**src/fiap_defines.svh**
```systemverilog
/*
  Offsets, field positions, reset values and timing figures of the
  flash self-programming controller.
  Assumes an 8-bit external-memory register bus and a 125 MHz clock.
*/
`ifndef FIAP_DEFINES_SVH
`define FIAP_DEFINES_SVH

// Register offsets in the external memory space
`define FIAP_OFS_REMAP 16'hFF00
`define FIAP_OFS_CTRL 16'hFF20
`define FIAP_OFS_ADDR_LO 16'hFF21
`define FIAP_OFS_ADDR_HI 16'hFF22
`define FIAP_OFS_DATA 16'hFF23
`define FIAP_OFS_GUARD 16'hFF24

// flash_op_control fields
`define FIAP_CTRL_HOLD 7
`define FIAP_CTRL_ADDRESS_AUTO_INCREMENT 6
`define FIAP_CTRL_BUSY 5
`define FIAP_CTRL_READ 4
`define FIAP_CTRL_SERASE 3
`define FIAP_CTRL_MERASE 2
`define FIAP_CTRL_INFO 1
`define FIAP_CTRL_START 0

// flash_addr_high_timing fields
`define FIAP_AH_TRIM 7
`define FIAP_AH_TIM_HI 6
`define FIAP_AH_TIM_LO 5
`define FIAP_AH_ADDR_HI 4

// ram_exec_remap_control field and remapped window
`define FIAP_REMAP_EN 0
`define FIAP_REMAP_LO 16'h0010
`define FIAP_REMAP_HI 16'h00FF

// Reset values and guard key
`define FIAP_RST_BYTE 8'h00
`define FIAP_GUARD_KEY 8'hA5

// Timing: clock rate, operation lengths in microseconds
`define FIAP_CLK_MHZ 125
`define FIAP_PROG_TIME_US 100
`define FIAP_ERASE_TIME_US 100000
`define FIAP_CYC_PER_US (`FIAP_CLK_MHZ * 1)

`endif

```
**src/fiap_pkg.sv**
```systemverilog
/*
  Types shared by the flash self-programming controller.
  Assumes fiap_defines.svh supplies the numeric constants.
*/
package fiap_pkg;

  typedef enum logic [1:0] {
    FIAP_ST_IDLE = 2'b00,
    FIAP_ST_CAPT = 2'b01,
    FIAP_ST_OP   = 2'b10
  } fiap_state_e;

  typedef logic [12:0] fiap_addr_t;

endpackage

```
**src/fiap_ctrl.sv**
```systemverilog
/*
  Flash self-programming controller: the register block reached by the
  CPU through external-memory accesses, the operation sequencer that
  drives the embedded flash array, CPU hold and stall, and the RAM
  execution remap decode.
  Assumes a flash array that returns read data in the same cycle as its read
  strobe and that performs program and erase while its level strobes
  stand; external_memory_space_wr and external_memory_space_rd are single-cycle strobes.
*/
`include "fiap_defines.svh"

module fiap_ctrl
  import fiap_pkg::*;
#(
  parameter int CYC_PER_US = `FIAP_CYC_PER_US,
  parameter int PROG_US = `FIAP_PROG_TIME_US,
  parameter int ERASE_US = `FIAP_ERASE_TIME_US
) (
  // Clock and reset
  input wire logic sys_clk,
  input wire logic reset,
  // CPU external-memory register access
  input wire logic [15:0] external_memory_space_addr,
  input wire logic external_memory_space_wr,
  input wire logic external_memory_space_rd,
  input wire logic [7:0] external_memory_space_wdata,
  output logic [7:0] external_memory_space_rdata_q,
  // CPU program fetch remap
  input wire logic [15:0] prog_addr,
  output logic prog_from_xram_q,
  // CPU control
  output logic cpu_hold_in_reset_q,
  output logic cpu_stall_q,
  // Embedded flash array
  output logic [12:0] flash_address_bits_q,
  output logic [7:0] flash_wdata_q,
  input wire logic [7:0] flash_rdata,
  output logic flash_read_en_q,
  output logic flash_prog_en_q,
  output logic flash_sector_erase_q,
  output logic flash_mass_erase_q,
  output logic flash_info_sel_q,
  output logic flash_trim_sel_q,
  output logic [1:0] flash_timing_sel_q
);

  ////////////////////////////////////////////////////////////////////////
  // State

  fiap_state_e state_q;
  fiap_state_e state_d;
  logic [7:0] remap_q;
  logic [7:0] addr_lo_q;
  logic [7:0] addr_hi_q;
  logic [7:0] data_q;
  logic [7:0] guard_q;
  logic hold_q;
  logic address_auto_increment_q;
  logic serase_q;
  logic merase_q;
  logic info_q;
  logic busy_q;
  logic busy_d;

  ////////////////////////////////////////////////////////////////////////
  // Register decode

  logic sel_remap;
  logic sel_ctrl;
  logic sel_addr_lo;
  logic sel_addr_hi;
  logic sel_data;
  logic sel_guard;
  logic idle;
  logic wr_ctrl;
  logic wr_addr;
  logic wr_data;

  assign sel_remap = external_memory_space_addr == `FIAP_OFS_REMAP;
  assign sel_ctrl = external_memory_space_addr == `FIAP_OFS_CTRL;
  assign sel_addr_lo = external_memory_space_addr == `FIAP_OFS_ADDR_LO;
  assign sel_addr_hi = external_memory_space_addr == `FIAP_OFS_ADDR_HI;
  assign sel_data = external_memory_space_addr == `FIAP_OFS_DATA;
  assign sel_guard = external_memory_space_addr == `FIAP_OFS_GUARD;
  assign idle = state_q == FIAP_ST_IDLE;
  assign wr_ctrl = external_memory_space_wr && sel_ctrl;
  // Address and data are frozen while an access is under way
  assign wr_addr = external_memory_space_wr && idle;
  assign wr_data = external_memory_space_wr && sel_data && idle;

  ////////////////////////////////////////////////////////////////////////
  // Launch decisions

  logic key_ok;
  logic req_read;
  logic req_start;
  logic launch_read;
  logic launch_op;
  logic op_serase;
  logic op_merase;
  logic op_prog;
  logic op_long;
  logic op_done;
  logic capt_done;
  logic access_end;
  fiap_addr_t cur_addr;
  fiap_addr_t next_addr;

  assign key_ok = guard_q == `FIAP_GUARD_KEY;
  assign req_read = wr_ctrl && idle && external_memory_space_wdata[`FIAP_CTRL_READ];
  assign req_start = wr_ctrl && idle && external_memory_space_wdata[`FIAP_CTRL_START];
  assign launch_read = req_read;
  // Trim sector may never be programmed or erased; keyless start is dropped
  assign launch_op = req_start && !req_read && key_ok &&
                     !addr_hi_q[`FIAP_AH_TRIM];
  assign op_serase = external_memory_space_wdata[`FIAP_CTRL_SERASE];
  assign op_merase = external_memory_space_wdata[`FIAP_CTRL_MERASE];
  assign op_prog = !op_serase && !op_merase;
  assign op_long = !op_prog;
  assign capt_done = state_q == FIAP_ST_CAPT;
  assign access_end = capt_done ||
                      (op_done && flash_prog_en_q);
  assign cur_addr = {addr_hi_q[`FIAP_AH_ADDR_HI:0], addr_lo_q};
  assign next_addr = cur_addr + 13'h0001;

  ////////////////////////////////////////////////////////////////////////
  // Sequencer

  always_comb begin
    state_d = state_q;
    case (state_q)
      FIAP_ST_IDLE: begin
        if (launch_read) begin
          state_d = FIAP_ST_CAPT;
        end else if (launch_op) begin
          state_d = FIAP_ST_OP;
        end
      end
      FIAP_ST_CAPT: begin
        state_d = FIAP_ST_IDLE;
      end
      FIAP_ST_OP: begin
        if (op_done) begin
          state_d = FIAP_ST_IDLE;
        end
      end
      default: begin
        state_d = FIAP_ST_IDLE;
      end
    endcase
  end

  // Busy covers the read fetch and the whole timed operation
  assign busy_d = (state_d != FIAP_ST_IDLE);

  fiap_op_timer #(
    .CYC_PER_US(CYC_PER_US),
    .PROG_US(PROG_US),
    .ERASE_US(ERASE_US),
    .CNT_W(20)
  ) u_timer (
    .sys_clk(sys_clk),
    .reset(reset),
    .start(launch_op && idle),
    .long_op(op_long),
    .done(op_done)
  );

  always_ff @(posedge sys_clk) begin
    if (reset) begin
      state_q <= FIAP_ST_IDLE;
      busy_q <= 1'b0;
    end else begin
      state_q <= state_d;
      busy_q <= busy_d;
    end
  end

  ////////////////////////////////////////////////////////////////////////
  // Software registers

  always_ff @(posedge sys_clk) begin
    if (reset) begin
      remap_q <= `FIAP_RST_BYTE;
      guard_q <= `FIAP_RST_BYTE;
    end else if (external_memory_space_wr) begin
      if (sel_remap) begin
        remap_q <= external_memory_space_wdata;
      end
      if (sel_guard) begin
        guard_q <= external_memory_space_wdata;
      end
    end
  end

  // Hold and auto-increment stay writable during an operation
  always_ff @(posedge sys_clk) begin
    if (reset) begin
      hold_q <= 1'b0;
      address_auto_increment_q <= 1'b0;
    end else if (wr_ctrl) begin
      hold_q <= external_memory_space_wdata[`FIAP_CTRL_HOLD];
      address_auto_increment_q <= external_memory_space_wdata[`FIAP_CTRL_ADDRESS_AUTO_INCREMENT];
    end
  end

  always_ff @(posedge sys_clk) begin
    if (reset) begin
      serase_q <= 1'b0;
      merase_q <= 1'b0;
      info_q <= 1'b0;
    end else if (wr_ctrl && idle) begin
      serase_q <= external_memory_space_wdata[`FIAP_CTRL_SERASE];
      merase_q <= external_memory_space_wdata[`FIAP_CTRL_MERASE];
      info_q <= external_memory_space_wdata[`FIAP_CTRL_INFO];
    end
  end

  // Pointer: software writes, else auto-increment after each read or program
  always_ff @(posedge sys_clk) begin
    if (reset) begin
      addr_lo_q <= `FIAP_RST_BYTE;
      addr_hi_q <= `FIAP_RST_BYTE;
    end else if (wr_addr && sel_addr_lo) begin
      addr_lo_q <= external_memory_space_wdata;
    end else if (wr_addr && sel_addr_hi) begin
      addr_hi_q <= external_memory_space_wdata;
    end else if (access_end && address_auto_increment_q) begin
      addr_lo_q <= next_addr[7:0];
      addr_hi_q[`FIAP_AH_ADDR_HI:0] <= next_addr[12:8];
    end
  end

  // Fetched byte wins over nothing: CPU data writes are blocked in CAPT
  always_ff @(posedge sys_clk) begin
    if (reset) begin
      data_q <= `FIAP_RST_BYTE;
    end else if (capt_done) begin
      data_q <= flash_rdata;
    end else if (wr_data) begin
      data_q <= external_memory_space_wdata;
    end
  end

  ////////////////////////////////////////////////////////////////////////
  // Read-back

  logic [7:0] ctrl_view;
  logic [7:0] rd_mux;

  // Start and read are self-clearing strobes and read as zero
  assign ctrl_view = {hold_q, address_auto_increment_q, busy_q, 1'b0,
                      serase_q, merase_q, info_q, 1'b0};

  always_comb begin
    rd_mux = 8'h00;
    if (sel_remap) begin
      rd_mux = remap_q;
    end else if (sel_ctrl) begin
      rd_mux = ctrl_view;
    end else if (sel_addr_lo) begin
      rd_mux = addr_lo_q;
    end else if (sel_addr_hi) begin
      rd_mux = addr_hi_q;
    end else if (sel_data) begin
      rd_mux = data_q;
    end else if (sel_guard) begin
      rd_mux = guard_q;
    end
  end

  always_ff @(posedge sys_clk) begin
    if (reset) begin
      external_memory_space_rdata_q <= 8'h00;
    end else if (external_memory_space_rd) begin
      external_memory_space_rdata_q <= rd_mux;
    end
  end

  ////////////////////////////////////////////////////////////////////////
  // CPU control and program remap

  logic remap_on;
  logic in_window;

  assign remap_on = remap_q[`FIAP_REMAP_EN];
  assign in_window = (prog_addr >= `FIAP_REMAP_LO) &&
                     (prog_addr <= `FIAP_REMAP_HI);

  // Stall for the whole program or erase, unless RAM execution remap is on
  always_ff @(posedge sys_clk) begin
    if (reset) begin
      cpu_hold_in_reset_q <= 1'b0;
      cpu_stall_q <= 1'b0;
      prog_from_xram_q <= 1'b0;
    end else begin
      cpu_hold_in_reset_q <= hold_q;
      cpu_stall_q <= (state_d == FIAP_ST_OP) && !remap_on;
      prog_from_xram_q <= remap_on && in_window;
    end
  end

  ////////////////////////////////////////////////////////////////////////
  // Flash array strobes

  logic start_prog;
  logic start_serase;
  logic start_merase;

  assign start_prog = launch_op && op_prog;
  assign start_serase = launch_op && op_serase;
  assign start_merase = launch_op && op_merase && !op_serase;

  always_ff @(posedge sys_clk) begin
    if (reset) begin
      flash_read_en_q <= 1'b0;
      flash_prog_en_q <= 1'b0;
      flash_sector_erase_q <= 1'b0;
      flash_mass_erase_q <= 1'b0;
    end else begin
      flash_read_en_q <= launch_read;
      if (op_done) begin
        flash_prog_en_q <= 1'b0;
        flash_sector_erase_q <= 1'b0;
        flash_mass_erase_q <= 1'b0;
      end else if (idle) begin
        flash_prog_en_q <= start_prog;
        flash_sector_erase_q <= start_serase;
        flash_mass_erase_q <= start_merase;
      end
    end
  end

  // Target selects latch at launch and stand for the whole access
  always_ff @(posedge sys_clk) begin
    if (reset) begin
      flash_address_bits_q <= 13'h0000;
      flash_wdata_q <= 8'h00;
      flash_info_sel_q <= 1'b0;
      flash_trim_sel_q <= 1'b0;
      flash_timing_sel_q <= 2'h0;
    end else if (launch_read || launch_op) begin
      flash_address_bits_q <= cur_addr;
      flash_wdata_q <= data_q;
      flash_info_sel_q <= external_memory_space_wdata[`FIAP_CTRL_INFO];
      flash_trim_sel_q <= addr_hi_q[`FIAP_AH_TRIM] && launch_read;
      flash_timing_sel_q <= addr_hi_q[`FIAP_AH_TIM_HI:`FIAP_AH_TIM_LO];
    end
  end

endmodule

```
**src/fiap_op_timer.sv**
```systemverilog
/*
  Operation timer: a microsecond enable divider and a tick counter
  that times one program or erase operation.
  Assumes start is a one-cycle pulse issued only while not running.
*/
`include "fiap_defines.svh"

module fiap_op_timer
  import fiap_pkg::*;
#(
  parameter int CYC_PER_US = `FIAP_CYC_PER_US,
  parameter int PROG_US = `FIAP_PROG_TIME_US,
  parameter int ERASE_US = `FIAP_ERASE_TIME_US,
  parameter int CNT_W = 20
) (
  // Clock and reset
  input wire logic sys_clk,
  input wire logic reset,
  // Control
  input wire logic start,
  input wire logic long_op,
  // Status
  output logic done
);

  if (CYC_PER_US < 1 || PROG_US < 1 || ERASE_US < 1 ||
      ERASE_US >= (1 << CNT_W) || PROG_US >= (1 << CNT_W) ||
      CYC_PER_US >= (1 << 16)) begin : g_check
    $error("fiap_op_timer: unsupported timing parameters");
  end

  logic run_q;
  logic run_d;
  logic [15:0] div_q;
  logic [15:0] div_d;
  logic [CNT_W-1:0] ticks_q;
  logic [CNT_W-1:0] ticks_d;
  logic [CNT_W-1:0] limit_q;
  logic us_tick;
  logic last_tick;

  ////////////////////////////////////////////////////////////////////////
  // One-cycle enable each microsecond, only while an operation runs
  assign us_tick = run_q && (div_q == 16'(CYC_PER_US - 1));
  assign div_d = (!run_q || us_tick) ? 16'h0000 : div_q + 16'h0001;
  assign last_tick = us_tick && (ticks_q == limit_q);
  assign ticks_d = start ? {CNT_W{1'b0}} :
                   us_tick ? ticks_q + CNT_W'(1) : ticks_q;
  assign run_d = start ? 1'b1 : (last_tick ? 1'b0 : run_q);

  always_ff @(posedge sys_clk) begin
    if (reset) begin
      run_q <= 1'b0;
      div_q <= 16'h0000;
      ticks_q <= {CNT_W{1'b0}};
      limit_q <= {CNT_W{1'b0}};
      done <= 1'b0;
    end else begin
      run_q <= run_d;
      div_q <= div_d;
      ticks_q <= ticks_d;
      done <= last_tick;
      if (start) begin
        limit_q <= long_op ? CNT_W'(ERASE_US - 1) : CNT_W'(PROG_US - 1);
      end
    end
  end

endmodule

```
**config.mk**
```make
export PLATFORM = sky130hd
export DESIGN_NAME = fiap_ctrl
export DESIGN_NICKNAME = d
export VERILOG_FILES = /design/src/fiap_pkg.sv /design/src/fiap_ctrl.sv /design/src/fiap_op_timer.sv
export VERILOG_INCLUDE_DIRS = /design/src /design/src/src
export SDC_FILE = /design/constraint.sdc
export NUM_CORES = 1
export LEC_CHECK = 0
export ABC_AREA = 1
export ABC_CLOCK_PERIOD_IN_PS = 1650
export BUFFER_PORTS_ARGS = -buffer_cell sky130_fd_sc_hd__buf_2
export CORE_MARGIN = 2
export CORE_UTILIZATION = 55
export CTS_CLUSTER_DIAMETER = 150
export DETAILED_ROUTE_END_ITERATION = 12
export GPL_TIMING_DRIVEN = 0
export PLACE_DENSITY = 0.74
export SLEW_MARGIN = 30
export SYNTH_ARGS = -nofsm -noshare
export SYNTH_HDL_FRONTEND = slang
export SYNTH_SLANG_ARGS = --single-unit
```
**constraint.sdc**
```tcl
create_clock -name sys_clk -period 1.65 [get_ports sys_clk]
set_input_delay 0.2475 -clock sys_clk [delete_from_list [all_inputs] [get_ports sys_clk]]
set_output_delay 0.2475 -clock sys_clk [all_outputs]
set_load 0.02 [all_outputs]
```
== Word-level counts from Yosys, hierarchy flattened ==
Cells that the tools add are included.

* Add/subtract/negate cells: 3
* $mul: 0
* Divide/modulo/power cells: 0
* Order comparisons: 2
* Eq/ne operators: 13
* Shift operators: 0
* Mux-type cells: 20
* Bitwise gates (word level): 1
* Reduce and logical (&&, ||, !) cells: 49

{| class="wikitable"
|+ Operators with widths
! kind !! count
|-
| == test 16 bit, second input constant || 6
|-
| 2-to-1 mux 8 bit || 11
|-
| logical AND 1 bit || 26
|-
| adder 20 x 1 -> 20 bit, second input constant || 1
|-
| == test 20 bit || 1
|-
| 2-to-1 mux 17 bit || 1
|-
| adder 16 x 1 -> 16 bit, second input constant || 1
|-
| == test 16 x 7 -> 1 bit, second input constant || 1
|-
| greater-or-equal comparator 16 x 5 -> 1 bit, second input constant || 1
|-
| <= comparator 16 x 8 -> 1 bit, second input constant || 1
|-
| adder 13 x 1 -> 13 bit, second input constant || 1
|-
| 2-to-1 mux 5 bit || 2
|-
| AND reduction 2 bit || 5
|-
| nonzero test 2 bit || 5
|-
| == test 8 bit, second input constant || 1
|-
| zero test 1 bit || 6
|-
| 2-to-1 mux 2 bit || 3
|-
| OR reduction 2 bit || 3
|-
| == test 2 bit, second input constant || 2
|-
| case mux 2 bit (2 select lines) || 1
|-
| logical OR 1 bit || 3
|-
| == test 2 x 1 -> 1 bit, second input constant || 1
|-
| zero test 2 bit || 1
|-
| 2-to-1 mux 1 bit || 2
|-
| other kinds (2) || 2
|}

* Bits in registers: 146
* Latch bits: 0
* Bits in writable memories: 0
* ROM bits: 0
* Output and inout port bits: 40
* Word-level logic and storage cells: 119
* Memories kept: 0

== Longest topological paths before layout ==
* Depth in word-level cells: 13
* Depth in mapped cells: 11
* Depth with buffers taken out: 10

== Modules after synthesis ==
A second synthesis with hierarchy kept.

* Cells, all modules: 976
* Area total of the unflattened synthesis: 6650.1 um^2

{| class="wikitable"
|+ By module, submodules not included
! module !! times used !! cells each !! area each (um^2)
|-
| fiap_ctrl || 1 || 610 || 4227.8
|-
| fiap_op_timer || 1 || 366 || 2422.3
|}

== Worst setup path after synthesis ==
No wires, ideal clock.

* Kind: register to register
* Start: register u_timer.ticks_q[0]
* End: register u_timer.ticks_q[16]
* Library setup time: 0.070 ns
* Arrival: 1.432 ns
* Data required time: 1.580 ns
* Setup slack: 0.148 ns
* Cell stages (with the launch flop): 9
* Path buffers: 0
* Period minus slack after synthesis: 1.502 ns
* Cell sequence: dfxtp_1 > ha_1 > inv_1 > nor2_1 > nand2_1 > nor2_1 > xor2_1 > nand2_1 > a21oi_1

* Longest elaborated chain between the ends: 1

{| class="wikitable"
|+ RTL lines
! what !! RTL line !! source
|-
| from (decl) || fiap_op_timer.sv:36 || <nowiki>logic [CNT_W-1:0] ticks_q;</nowiki>
|-
| from (signal assigned) || fiap_op_timer.sv:55 || <nowiki>ticks_q <= {CNT_W{1'b0}};</nowiki>
|-
| from (signal assigned) || fiap_op_timer.sv:61 || <nowiki>ticks_q <= ticks_d;</nowiki>
|-
| adder 20 x 1 -> 20 bit || fiap_op_timer.sv:48 || <nowiki>us_tick ? ticks_q + CNT_W'(1) : ticks_q;</nowiki>
|}

Every way passes these cells.
A chain may end at the register's enable or synchronous reset.

== Worst setup path after layout ==
* Start: register state_q[0]
* End: register addr_lo_q[5]

* Longest elaborated chain between the ends: 5
* Elaborated cells between the ends (all ways): 11

{| class="wikitable"
|+ RTL lines
! what !! RTL line !! source
|-
| from (decl) || fiap_ctrl.sv:50 || <nowiki>fiap_state_e state_q;</nowiki>
|-
| from (signal assigned) || fiap_ctrl.sv:174 || <nowiki>state_q <= state_d;</nowiki>
|-
| == test 2 x 1 -> 1 bit or zero test 2 bit (tied branches) || fiap_ctrl.sv:120, fiap_ctrl.sv:85 ||
|-
| logical OR 1 bit or logical AND 1 bit (tied branches) || fiap_ctrl.sv:121, fiap_ctrl.sv:88 ||
|-
| logical AND 1 bit, on equally long branches || fiap_ctrl.sv:228, fiap_ctrl.sv:224, fiap_ctrl.sv:226 ||
|-
| nonzero test 2 bit (no line) or inequality test 2 bit (tied branches) || n/a ||
|-
| AND reduction 2 bit (no line) || n/a ||
|-
| to (signal assigned) || fiap_ctrl.sv:222 || <nowiki>addr_lo_q <= `FIAP_RST_BYTE;</nowiki>
|-
| to (signal assigned) || fiap_ctrl.sv:225 || <nowiki>addr_lo_q <= external_memory_space_wdata;</nowiki>
|-
| to (signal assigned) || fiap_ctrl.sv:229 || <nowiki>addr_lo_q <= next_addr[7:0];</nowiki>
|-
| to (decl) || fiap_ctrl.sv:53 || <nowiki>logic [7:0] addr_lo_q;</nowiki>
|}

Several ways; a longest one is shown, not always the timed one.

==> flow_summary_export.csv <==
group,metric,value,unit
status,status,"completed",
detailed_routing,wl_per_cell,15.6,um
clock_network,cts_buffers,17,
yosys,yosys-mux-area-fraction,0,
place,place_congestion,0.969,
timing,finalSetupViolations,0,
yosys,synth_most_common_cell,"nand2_1",
detailed_routing,drtIter0Drc,661,
setup_path,r2r-end,"addr_lo_q[5]$_SDFFE_PP0P_",
yosys,synth_compound_area_frac,0.151,
setup_path,critPathTopFamily,"buffers and inverters",
timing,slew_headroom,0.516,
detailed_routing,dr.pass1.iters,7,
worst_hold_path,min-delay-start,"prog_addr[10]",
yosys,ys_seq_area_frac,0.387,
timing,fin_skew,5.48,ps
detailed_routing,drc,0,
setup_path,critPathKind,"reg -> reg",
clock_network,insertion_delay,420,ps
detailed_routing,drtAntennaViolNets,0,
yosys,synth_fa_ha_area_frac,0.00750,
setup_path,r2r_slack,40,ps
global_routing,grt_pass1_vias,6136,
timing,fin_crit_sh,0.977,
final_layout,n_fill_cell,1017,
job,drv_cap,0,
yosys,yosysUniqueCellTypes,42,
die,chipHeight,114,um
worst_hold_path,hold_end,"prog_from_xram_q$_SDFF_PP0_",
final_layout,seqCellArea,2600,um^2
clock_network,cts.sinks,129,
clock_network,cts-root-buf,"clkbuf_16",
yosys,ys_async_sr_fraction,0,
setup_path,critPathArrivalTime,1970,ps
die,core,11900,um^2
timing,period_minus_slack,1610,ps
yosys,synthesis.area,6680,um^2
power,ir_drop,0.000839,V
timing,tns,0,ps
yosys,avgSynthCellArea,6.85,um^2
final_layout,drive_gt1_frac,0.211,
power,leakagePower,3.59,nW
power,power_density,849,nW/um^2
yosys,synth_xor_area_frac,0.0341,
timing,fmax,0.621,GHz
yosys,yosys-top-cells-area,"dfxtp_1 (39%), nand2_1 (11%), nor2_1 (7.9%)",
global_routing,grt_usage,0.297,
power,power.total,7.10,mW
setup_path,r2r_cells,12,
timing,finalMaxSlewViolations,0,
clock_network,cts.reportedPaths.clkPinSlew,60,ps
yosys,ys_warn_count,0,
die,rows,40,
global_routing,grt_max_degree,18,
global_routing,antenna_found_initial,0,
yosys,syn_nets,1031,
global_routing,grt_overflow,0,
yosys,synth-simple-area-share,0.330,
place,portBuffers,85,
detailed_routing,viasPerCell,5.55,
setup_path,cp-end-kind,"register",
yosys,ys.flop_type,"dfxtp_1",
setup_path,slowest_delay,310,ps
detailed_routing,totalWireLength,19700,um
final_layout,final_cells,1262,
die,fp.dieW,114,um
detailed_routing,vias,7007,
final_layout,antenna_cells,0,
setup_path,path_common_cell,"nor2_1",
die,start_util,0.561,
worst_hold_path,hold_class,"in -> reg",
clock_network,clockBufferDepth,2,
global_routing,grt_pass1_wl,30400,um
yosys,synth-edff-count,0,
final_layout,synthToLayoutAreaGrowth,25.3,%
yosys,synth_top_cell_by_area,"dfxtp_1",
final_layout,multiInputGateArea,3710,um^2
die,io_pins,92,
setup_path,crit-reg2reg-launch,"state_q[0]$_SDFF_PP0_",
yosys,synth_top_family_by_area,"simple AND/OR/NAND/NOR gates",
clock_network,cts_max_level,4,
die,die-area,13000,um^2
setup_path,crit_buf_inv,5,
setup_path,path_cells,"buf_6 -> inv_6 -> nand2_8 -> nor2_8 -> buf_12 -> nand3_4 -> inv_4 -> buf_2 -> nand2_1 -> o21ai_0 -> nor2_1 -> nor2_1",
worst_hold_path,hold_depth,4,
yosys,netlist_top_cells_count,"nand2_1 (201), nor2_1 (140), dfxtp_1 (129)",
setup_path,crit_fanout,5,
clock_network,cts_tree,"yes",
yosys,synthDominantCellAreaShare,0.387,
timing,hold_viol_final,0,
timing,rsz0062_at_grt,"true",
yosys,synth-seq-cells,129,
setup_path,crit_required,2010,ps
place,placed_cells,1207,
place,dp_hpwl,13800,um
yosys,synth_cells,975,
setup_path,startpoint_type,"register",
final_layout,final_nets,1158,
setup_path,crit_slowest_cell,"dfxtp_2",
timing,tightestPinTransition,726,ps
## state kept, by name, indices dropped and copies added (netlist names), 2 cells and up
signal	flops
addr_hi_q	8
flash_address_bits_q	13
remap_q	8
u_timer.limit_q	3
u_timer.div_q	16
u_timer.ticks_q	20
state_q	2
external_memory_space_rdata_q	8
guard_q	8
flash_timing_sel_q	2
flash_wdata_q	8
addr_lo_q	8
data_q	8
## layout by cell type (no fill, tap or decap), types with 5 or more instances in the layout
master and n:
dfxtp_2 6, clkbuf_8 5, dfxtp_1 121, a211oi_1 10, o21ai_2 5, inv_1 94, inv_2 6, nand2_2 6
nor2_1 136, nand4_1 26, buf_4 20, clkbuf_16 18, buf_2 93, clkbuf_1 16, a31oi_1 9, nor3_2 5
o21ai_1 16, xor2_1 23, nand2_1 198, nand3_2 7, a21oi_1 66, buf_6 10, nor3_1 13, o21ai_0 73
nand3_1 57, nor2_2 7
## worst max path at each step
stage / startpoint / end / depth (start not counted)
final: state_q[0]$_SDFF_PP0_ / addr_lo_q[5]$_SDFFE_PP0P_ / 12
after global routing: state_q[0]$_SDFF_PP0_ / addr_lo_q[5]$_SDFFE_PP0P_ / 12
after CTS: addr_lo_q[0]$_SDFFE_PP0P_ / addr_hi_q[0]$_SDFFE_PP0P_ / 9
after detailed placement: addr_lo_q[0]$_SDFFE_PP0P_ / addr_hi_q[4]$_SDFFE_PP0P_ / 9
after global placement: external_memory_space_addr[4] / flash_address_bits_q[4]$_SDFFE_PP0P_ / 11
after floorplan: u_timer.ticks_q[0]$_SDFFE_PP0P_ / u_timer.ticks_q[16]$_SDFFE_PP0P_ / 8
## metrics by stage
stage / worst slack (ps) / util / instance area (um^2) / hold slack [ps]
floorplan: 148 / - / 6680 / 324
global placement: -194 / 0.612 / 7290 / 413
detailed placement: -214 / 0.612 / 7290 / 418
CTS: -5.63 / 0.669 / 7970 / 51.6
global route: -45.0 / 0.702 / 8360 / 67.3
finish: 38.5 / 0.702 / 8360 / 65.7
## layer usage
| metal | up-vias | GRT usage | wire, um |
|---|---|---|---|
| met3 | 53 | 0.0551 | 1150 |
| met4 | 0 | 0.122 | 611 |
| met2 | 256 | 0.486 | 9400 |
| li1 | 3467 | - | - |
| met5 | - | 0 | 0 |
| met1 | 3231 | 0.388 | 8580 |
## area by class of cell
type,instances,share of cell area
Multi-Input combinational cell,706,0.444
Tap cell,147,0.0220
Sequential cell,129,0.311
Timing Repair Buffer,109,0.0784
Buffer,33,0.0257
Clock buffer,24,0.0600
Inverter,106,0.0500
Clock inverter,8,0.00913
## where the power goes
part	switching, mW	internal [mW]
Clock	1.40	2.27
Combinational	0.210	0.0967
Sequential	0.00421	3.12
Total	1.62	5.49
## cells by family (layout without fill, tap and decap cells)
| family | after synthesis | count (layout) |
|---|---|---|
| buf+inv | 141 | 280 |
| flops | 129 | 129 |
| fa+ha+maj | 4 | 4 |
| xor+xnor | 26 | 26 |
| simple gates | 486 | 487 |
| compound gates | 189 | 189 |
## worst min-delay path, delay by kind of cell
kind	cells	cell delay, ps
simple gates	3	120
buf+inv	1	70
## what timing repair did
| item | 4_1_cts | 5_1_grt |
|---|---|---|
| gates resized for setup | 20 | 60 |
| endpoints found under the setup margin | 53 | 68 |
| hold buffers | 1 | 0 |
| buffers inserted | 3 | 17 |
| gates cloned | 0 | 4 |
| pin swaps | 4 | 22 |
| hold endpoints to repair | 1 | 0 |
No activity file was read; power rests on OpenSTA's default activity.
